<file path="config.mk">
export PLATFORM = sky130hd
export DESIGN_NAME = ilm_monitor
export DESIGN_NICKNAME = d
export VERILOG_FILES = /design/src/rtl/ilm_pkg.sv /design/src/rtl/ilm_channel.sv /design/src/rtl/ilm_monitor.sv
export SDC_FILE = /design/constraint.sdc
export NUM_CORES = 1
export LEC_CHECK = 0
export ABC_AREA = 0
export BUFFER_PORTS_ARGS = -buffer_cell sky130_fd_sc_hd__clkbuf_2
export CORE_MARGIN = 2
export CORE_UTILIZATION = 45
export CTS_BUF_LIST = sky130_fd_sc_hd__clkbuf_2
export DETAILED_ROUTE_END_ITERATION = 7
export MAX_ROUTING_LAYER = met4
export PLACE_DENSITY = 0.71
export SYNTH_ARGS = -nofsm -noshare
export SYNTH_HDL_FRONTEND = slang
export SYNTH_SLANG_ARGS = --single-unit
export TNS_END_PERCENT = 20
</file>
<file path="constraint.sdc">
create_clock -name CLK_SYS -period 2.5 [get_ports CLK_SYS]
set_clock_uncertainty 0.1 [all_clocks]
set_input_delay 0.125 -clock CLK_SYS [delete_from_list [all_inputs] [get_ports CLK_SYS]]
set_output_delay 0.125 -clock CLK_SYS [all_outputs]
set_load 0.05 [all_outputs]
</file>
<file path="src/rtl/ilm_pkg.sv">
// Shared constants and types for the indicator lamp break monitor
package ilm_pkg;

  // Clock and check cycle timing
  localparam int unsigned ILM_CLK_HZ       = 100_000_000;
  localparam int unsigned ILM_CHECK_MS     = 3000;
  localparam int unsigned ILM_CHECK_CYCLES = ILM_CHECK_MS * (ILM_CLK_HZ / 1000);
  localparam int unsigned ILM_TIMER_W      = 32;

  // Comparator trip points, set by the analog front end
  localparam int unsigned ILM_LOW_MA  = 5;
  localparam int unsigned ILM_HIGH_MA = 25;

  // Terminal layout: only two terminals may carry a lamp
  localparam int ILM_TERMS                  = 12;
  localparam int ILM_LAMPS                  = 2;
  localparam int ILM_LAMP_TERM [ILM_LAMPS]  = '{3, 7};

  // Consecutive failing checks before the status drops
  localparam logic [1:0] ILM_FAIL_LIMIT = 2'h2;
  localparam logic [1:0] ILM_FAIL_ZERO  = 2'h0;
  localparam logic       ILM_OK_RESET   = 1'h1;

  // Test terminal output mode
  typedef enum logic [1:0] {
    ILM_MODE_NOT_USED = 2'h0,
    ILM_MODE_TEST_OUT = 2'h1,
    ILM_MODE_POWER    = 2'h2,
    ILM_MODE_LAMP     = 2'h3
  } ilm_mode_t;

endpackage : ilm_pkg

</file>
<file path="src/rtl/ilm_channel.sv">
// One lamp supervision channel: failure count and lamp-healthy flag
`timescale 1ns/10ps
module ilm_channel
  import ilm_pkg::*;
(
  // Clock and reset
  input  wire logic clk,
  input  wire logic reset,
  // Control from the unit
  input  wire logic enable,
  input  wire logic drive_on,
  input  wire logic replaced,
  input  wire logic tick,
  // Synchronised comparator results
  input  wire logic above_low,
  input  wire logic above_high,
  // Status
  output logic      ok
);

  typedef struct packed {
    logic [1:0] fail_cnt;
    logic       ok;
  } ilm_chan_t;

  ilm_chan_t s_q;
  ilm_chan_t s_d;

  // Next state of the channel
  always_comb begin
    s_d = s_q;
    if (!enable) begin
      s_d.fail_cnt = ILM_FAIL_ZERO;            // [RQ2]
      s_d.ok       = ILM_OK_RESET;
    end else if (drive_on) begin
      if (tick) begin                          // [RQ7]
        if (!above_low) begin                  // [RQ3]
          if (s_q.fail_cnt == ILM_FAIL_LIMIT - 2'h1) begin
            s_d.fail_cnt = ILM_FAIL_LIMIT;
            s_d.ok       = 1'h0;               // [RQ8]
          end else if (s_q.fail_cnt < ILM_FAIL_LIMIT) begin
            s_d.fail_cnt = s_q.fail_cnt + 2'h1;
          end
        end else if (above_high) begin         // [RQ4]
          s_d.fail_cnt = ILM_FAIL_ZERO;
          s_d.ok       = 1'h1;
        end
        // Between thresholds nothing moves, giving hysteresis [RQ10]
      end
    end else begin
      // Output off: no new fault, a replacement or healthy upper comparator releases one [RQ5] [RQ6]
      if (replaced || above_high) begin        // [RQ9] [RQ11]
        s_d.fail_cnt = ILM_FAIL_ZERO;
        s_d.ok       = 1'h1;
      end
    end
  end

  // State register
  always_ff @(posedge clk) begin
    if (reset) begin
      s_q <= '{fail_cnt: ILM_FAIL_ZERO, ok: ILM_OK_RESET};
    end else begin
      s_q <= s_d;
    end
  end

  assign ok = s_q.ok;
endmodule : ilm_channel

</file>
<file path="src/rtl/ilm_monitor.sv">
// Indicator lamp break monitor for the two lamp-capable test terminals
// How it works
// RQ1: Lamp supervision exists only on test_terminal_three and test_terminal_seven.
// RQ2: A terminal is supervised only while its output mode is set to the lamp setting.
// RQ3: Current below the lower comparator counts as a lamp failure or wire break.
// RQ4: Current at or above the upper comparator is healthy and sets the status to 1.
// RQ5: While the lamp drive is off no failure evaluation is done.
// RQ6: A fault confirmed while driving stays latched after the drive turns off.
// RQ7: Disconnection is checked once per 3 s check cycle, not on every clock.
// RQ8: The status clears only after two consecutive failing checks.
// RQ9: After replacement the status returns to 1 even with the drive off.
// RQ10: Current between the thresholds leaves the count and the status unchanged.
// RQ11: The unit supplies a replacement indication or a healthy probe to release a fault.
`timescale 1ns/10ps
module ilm_monitor
  import ilm_pkg::*;
#(
  parameter int unsigned CHECK_CYCLES = ILM_CHECK_CYCLES
)(
  // Clock and reset
  input  wire logic                        CLK_SYS,
  input  wire logic                        RESET,
  // Terminal configuration from the unit
  input  wire logic [ILM_TERMS-1:0][1:0]   TERM_MODE,
  // Lamp drive and replacement per lamp terminal, index 0 is terminal three
  input  wire logic [ILM_LAMPS-1:0]        LAMP_DRIVE,
  input  wire logic [ILM_LAMPS-1:0]        LAMP_REPLACED,
  // Current comparators, asynchronous pins
  input  wire logic [ILM_LAMPS-1:0]        CUR_ABOVE_LOW,
  input  wire logic [ILM_LAMPS-1:0]        CUR_ABOVE_HIGH,
  // Status toward cyclic I/O data
  output logic      [ILM_LAMPS-1:0]        LAMP_OK,
  output logic                             CHECK_TICK
);

  typedef struct packed {
    logic [ILM_TIMER_W-1:0] timer;
    logic                   tick;
    logic [ILM_LAMPS-1:0]   low_m;
    logic [ILM_LAMPS-1:0]   low_s;
    logic [ILM_LAMPS-1:0]   high_m;
    logic [ILM_LAMPS-1:0]   high_s;
  } ilm_top_t;

  localparam logic [ILM_TIMER_W-1:0] TIMER_LAST = ILM_TIMER_W'(CHECK_CYCLES - 1);

  ilm_top_t s_q;
  ilm_top_t s_d;
  logic [ILM_LAMPS-1:0] ok_w;
  logic [ILM_LAMPS-1:0] en_w;

  // Check cycle timer and comparator synchronisers
  always_comb begin
    s_d        = s_q;
    s_d.tick   = 1'h0;
    s_d.low_m  = CUR_ABOVE_LOW;
    s_d.low_s  = s_q.low_m;
    s_d.high_m = CUR_ABOVE_HIGH;
    s_d.high_s = s_q.high_m;
    // A long period keeps brief flicker from counting as a break
    if (s_q.timer == TIMER_LAST) begin         // [RQ7]
      s_d.timer = '0;
      s_d.tick  = 1'h1;
    end else begin
      s_d.timer = s_q.timer + ILM_TIMER_W'(1);
    end
  end

  // State register
  always_ff @(posedge CLK_SYS) begin
    if (RESET) begin
      s_q <= '0;
    end else begin
      s_q <= s_d;
    end
  end

  // One channel per lamp-capable terminal; other terminals have no monitor
  for (genvar g = 0; g < ILM_LAMPS; g++) begin : g_lamp
    assign en_w[g] = (TERM_MODE[ILM_LAMP_TERM[g]] == ILM_MODE_LAMP); // [RQ1] [RQ2]
    ilm_channel u_chan (
      .clk        (CLK_SYS),
      .reset      (RESET),
      .enable     (en_w[g]),
      .drive_on   (LAMP_DRIVE[g]),
      .replaced   (LAMP_REPLACED[g]),          // [RQ11]
      .tick       (s_q.tick),
      .above_low  (s_q.low_s[g]),
      .above_high (s_q.high_s[g]),
      .ok         (ok_w[g])
    );
  end

  // Both outputs come straight from flip-flops
  assign LAMP_OK    = ok_w;
  assign CHECK_TICK = s_q.tick;

  // Per-lamp status checks seen from the pins of this block; they
  // complement the checks inside each channel, which watch the count
  for (genvar k = 0; k < ILM_LAMPS; k++) begin : g_chk

  end
endmodule : ilm_monitor

</file>
## Word-level counts from Yosys, hierarchy flattened

Index checks and enable logic that the tools add are counted.
Widths: inputs -> output; s select.

| storage, ports and cells | value |
|---|---|
| register bits after elaboration | 47 |
| latch bits | 0 |
| bits in writable memories | 0 |
| memory bits (read-only) | 0 |
| input port bits | 34 |
| word-level logic and storage cells | 58 |
| memories | 0 |

| operators by class | value |
|---|---|
| $add $sub $neg | 3 |
| multipliers | 0 |
| divide/modulo/power cells | 0 |
| $lt $le $gt $ge | 2 |
| eq/ne operators | 13 |
| shifts and indexed selects | 0 |
| multiplexer cells | 17 |
| bitwise gates (word level) | 2 |
| reduce and logical (&&, ||, !) cells | 11 |

Operator list:

| operator | count |
|---|---|
| $add 32x1->32 const B | 1 |
| $eq 32x29->1 const B | 1 |
| $mux 3 | 10 |
| $reduce_and 4->1 | 4 |
| $mux 2 | 4 |
| $ne 4x1->1 const B | 2 |
| $ne 3x1->1 const B | 2 |
| $ne 3x3->1 const B | 2 |
| $reduce_or 2->1 | 3 |
| $add 2x1->2 const B | 2 |
| $eq 2x1->1 const B | 2 |
| $eq 2x2->1 const B | 2 |
| $lt 2x2->1 const B | 2 |
| $ne 2x1->1 const B | 2 |
| $reduce_bool 2->1 | 2 |
| $mux 1 | 3 |
| $logic_or 1x1->1 | 2 |
| $not 1->1 | 2 |

## Longest topological paths before layout

| logic depth | value |
|---|---|
| depth in word-level cells | 6 |
| mapped depth | 7 |
| gate-level depth less buffers | 6 |

## By module

From an unflattened synthesis, not the netlist that was laid out.

| second synthesis, totals | value |
|---|---|
| cells, all modules | 254 |
| area total of the unflattened synthesis | 2,262.2 µm² |

By module, submodules not included:

| module | instances | cells each | area each (µm²) | seq. area each (µm²) |
|---|---|---|---|---|
| ilm_monitor | 1 | 208 | 1,854.3 | 820.8 |
| ilm_channel | 2 | 23 | 203.9 | 60.1 |

## Worst setup path before layout

No wires, ideal clock.

| timing | value |
|---|---|
| kind | register -> register |
| start point | register s_q[9] (netlist name) |
| end point | register s_q[10] (netlist name) |
| setup time | 0.115 ns |
| arrival | 1.712 ns |
| data required time | 2.285 ns |
| slack | 0.573 ns |
| stages on the path, launching flop included | 7 |
| path buffers | 1 |
| clock period less this slack | 1.927 ns |
| cell sequence | dfxtp_1 -> ha_1 -> and4_1 -> buf_4 -> nand2_1 -> or4_1 -> and3_1 |

| between the ends | value |
|---|---|
| longest elaborated chain between the ends | 2 |
| elaborated cells on any way between the ends | 3 |
| those cells by class | 1 x add/sub; 1 x eq/ne; 1 x reduce/logical |

Ends and longest elaborated chain:

| what | RTL line | source |
|---|---|---|
| start, declared | ilm_monitor.sv:47 | `ilm_top_t s_q;` |
| start signal, assigned | ilm_monitor.sv:72 | `s_q <= '0;` |
| start signal, assigned | ilm_monitor.sv:74 | `s_q <= s_d;` |
| branches (longest 2 deep; another with $add 32x1->32) | - |  |

Several ways; the timed one is not identified.
A chain may end at the register's enable or synchronous reset.

## Worst setup path in the final report

| timing | value |
|---|---|
| start point | register s_q[17] (netlist name) |
| end point | register s_q[37] (netlist name) |

The elaborated chain is that of the path after synthesis.

==> results.md <==
Setup path:
- The worst endpoint required time is roughly 2.8 ns.
- Along the worst path, the maximum fanout reaches 12.
- The worst register-to-register path begins at s_q[17].
- The end of the worst register-to-register path is s_q[37].
- For flop-to-flop paths, the worst setup slack is 0.42 ns.
- At the worst endpoint, the arrival time is roughly 2.3 ns.
- The kind of critical path is reg2reg.
- The end of the critical path is s_q[37].
- Tracing the worst setup path back leads to its startpoint at s_q[17].
- STA classifies the critical path endpoint as a flop.
- The launching element type of the critical path is a flop.
- The number of cells on the worst reg-to-reg path is 4.

Yosys:
- A synthesized cell averages 9.11 um2.
- The number of warnings reported in the yosys synthesis log is 0.
- Counting every instance in the synthesized netlist gives around 250.
- The fraction of registers with async set or reset after synthesis is 0.
- The most instantiated flip-flop cell in the synthesis netlist is sky130_fd_sc_hd__dfxtp_1.
- The share of the Yosys chip area taken by registers is 0.422.
- The leading area contributor after synthesis is sky130_fd_sc_hd__dfxtp_1.
- Counting every net in the synthesized netlist gives ~280.
- The cell area that synthesis handed to floorplanning was between 2000 and 2500 um2.
- The portion of synthesized cell area occupied by the leading cell type is 0.422.
- Sorting the synthesized cells by area gives the leading types as sky130_fd_sc_hd__dfxtp_1 42%, sky130_fd_sc_hd__a21oi_1 4.9%, sky130_fd_sc_hd__nand4_1 4.2%.
- The number of enable flip-flop cells after synthesis is 0.
- The number of distinct library cells after synthesis is 40.
- In this run, synthesis produced a sequential element count of 47.

Min path:
- The tightest min-delay check is of the in2reg type.

Timing:
- The headroom to the max-slew limit is 0.731.
- Setup repair after global routing left no endpoint under its margin.
- The minimum clock period after layout is a little over 2 ns.
- The number of slew-limit violations in the final report came to 0.
- The setup TNS is 0 ns.
- The final critical-path share of the clock period is 0.831.
- The final hold violation count is 0.
- Setup violations remaining at the end of the flow were counted as 0.
- The slew at the pin closest to its max-slew limit is 0.402 ns.
- The peak clock frequency supported by timing is 481 MHz.

Clock tree:
- The number of buffers inserted during clock tree synthesis is 5.
- The number of clock sinks seen by CTS is 47.
- TritonCTS built the clock tree.
- The root buffer selected by CTS is sky130_fd_sc_hd__clkbuf_2.
- For the worst-skew pair, the clock arrives at the later sink with an insertion delay of 0.41 ns.
- The maximum buffer depth of the clock tree is 2.
- Clock-pin slew was measured on the worst setup and hold paths at 0.25 ns.
- In this run the number of H-tree levels came out at 2.

Global route:
- The first global-routing pass estimated between 7 and 8 mm of wire.
- The number of global-route vias before repair is about 1600.
- The overall routing resource usage is 0.171.
- For this run the aggregate overflow at the end of global routing stands at 0.
- The number of antenna violations at the first check in global routing came to 0.
- Entering global routing, the biggest net connects 22 pins.

Placement:
- The number of input and output port buffers inserted is 16.
- The placed wire-length estimate after detailed placement is roughly 3 mm.
- The weighted congestion reported at the end of routability-driven placement is 0.832.

Detailed routing:
- The number of vias per cell after detailed routing is roughly 5.4.
- After detailed routing, the number of remaining DRC violations is 0.
- The average detailed-routed wire length per instance is about 13 um.
- The detailed router finished its first iteration with 80 violations.
- The number of nets with antenna violations after routing is 0.
- The iteration count of the initial detailed-routing pass is 4.
- The total length of routed wires is ~4.4 mm.
- The via count is 1866.

Status:
- The run finished with clean final reports.

Floorplan:
- The die boundary width is approximately 74 um.
- The boundary pin count is 37.
- The initial core utilization is 0.469.
- The die span in y is about 74 um.
- The region available for standard cell placement spans between 4000 and 5000 um2.
- The standard-cell row count is 25.
- The die area is approximately 5500 um2.

Pwr:
- The worst-case IR drop observed on VDD is around 0.00024 V.
- In this run the power density over the cells is about 490 nW/um2.
- The static leakage is about 0.0009 uW.
- Total power for the finished layout comes to 1270 uW.

Final layout:
- The area growth from synthesis to final layout is 15.5%.
- In the final layout, the share of cells above drive strength 1 is 0.162.
- The most frequent standard cell in the layout excluding fill and tap cells is sky130_fd_sc_hd__dfxtp_1.
- The repair_antennas step left the layout with diodes totalling 0.
- The post-layout net count is around 310.
- In the layout the commonest cells are 47 x sky130_fd_sc_hd__dfxtp_1, 22 x sky130_fd_sc_hd__a21oi_1, 21 x sky130_fd_sc_hd__clkbuf_2.

Job:
- Max-cap violations in this run came to 0.
## flip-flops by register name, indices dropped and copies added, names as in the netlist
name and flops:
CHECK_TICK 1, g_lamp.u_chan.ok 2, g_lamp.u_chan.s_q 4, s_d 4
s_q 36
## cell type report
type | count | area, um2
Tap cell | 67 | 83.8
Fill cell | 472 | 2180
Sequential cell | 47 | 941
Inverter | 8 | 30.0
Clock inverter | 3 | 43.8
Timing Repair Buffer | 35 | 260
Clock buffer | 5 | 25.0
Multi-Input combinational cell | 179 | 1190
## per-stage QoR
| stage | setup slack [ns] | cells | area [um2] | util | hold slack [ns] |
|---|---|---|---|---|---|
| 3_5_place_dp | 0.491 | 321 | 2360 | 0.496 | 0.242 |
| 5_1_grt | 0.257 | 344 | 2580 | 0.542 | 0.0731 |
| 4_1_cts | 0.433 | 344 | 2580 | 0.542 | 0.0594 |
| 3_3_place_gp | 0.469 | 321 | 2360 | 0.496 | 0.234 |
| 6_report | 0.422 | 344 | 2580 | 0.542 | 0.0897 |
| 2_1_floorplan | 0.573 | 245 | 2230 | - | 0.0966 |
## what timing repair did
item | in CTS | in global routing
setup buffers | 0 | 0
resized for setup | 0 | 0
hold endpoints to repair | 19 | 0
hold buffers | 15 | 0
setup endpoints to repair | 0 | 0
## cells in the mapped netlist, drive strengths merged (2+ instances only)
cell type	n
o21ba	4
nand2	12
or4	12
dfxtp	47
o31ai	10
and4	5
buf	10
and3	6
and2	2
a21oi	22
ha	3
nor3b	3
nand2b	4
o21ai	10
inv	8
or2	2
nor3	2
nor4b	3
a211o	2
or3	8
nor2b	8
or4b	2
o21a	2
nor2	13
a31oi	4
xor2	9
nand4	16
nand3	11
## worst max-delay path: stages, from the launching register on
cell	delay, ns
sky130_fd_sc_hd__dfxtp_1	0.49
sky130_fd_sc_hd__and3_1	0.31
sky130_fd_sc_hd__nand4_1	0.38
sky130_fd_sc_hd__or4_1	0.59
sky130_fd_sc_hd__a21oi_1	0.15
## layer usage
metal	vias up	routed length, um	GRT usage
met1	869	2210	0.225
met5	-	0	-
li1	976	-	-
met3	2	119	0.0407
met4	0	16	0.0476
met2	19	2090	0.263
## worst min-delay path by stage
stage                      startpoint                      end  slack [ns]  cells after the start
finish               LAMP_REPLACED[0]      g_lamp[0].u_chan.ok        0.09                      5
global route         LAMP_REPLACED[0]  g_lamp[0].u_chan.s_q[1]        0.07                      5
CTS                  LAMP_REPLACED[0]  g_lamp[0].u_chan.s_q[2]        0.06                      5
detailed placement   CUR_ABOVE_LOW[0]                   s_d[4]        0.24                      2
global placement    CUR_ABOVE_HIGH[0]                   s_d[0]        0.23                      2
floorplan                       RESET                   s_d[0]         0.1                      1
## cell families (layout without fill, tap and decap cells)
family,Yosys count,count (layout),synth area share
buf+inv,19,51,0.0437
simple gates,109,109,0.307
fa+ha+maj,3,3,0.0168
flops,47,47,0.422
compound gates,57,57,0.171
xor+xnor,10,10,0.0393
## power by group
part | leakage [uW] | internal, uW | switching (uW)
sequential | 0.000381 | 765 | 10.4
clock | 0.0000429 | 169 | 244
combinational | 0.000486 | 43.7 | 33.1
total | 0.000910 | 978 | 287
Note: power is estimated with default switching activity, not from simulation.
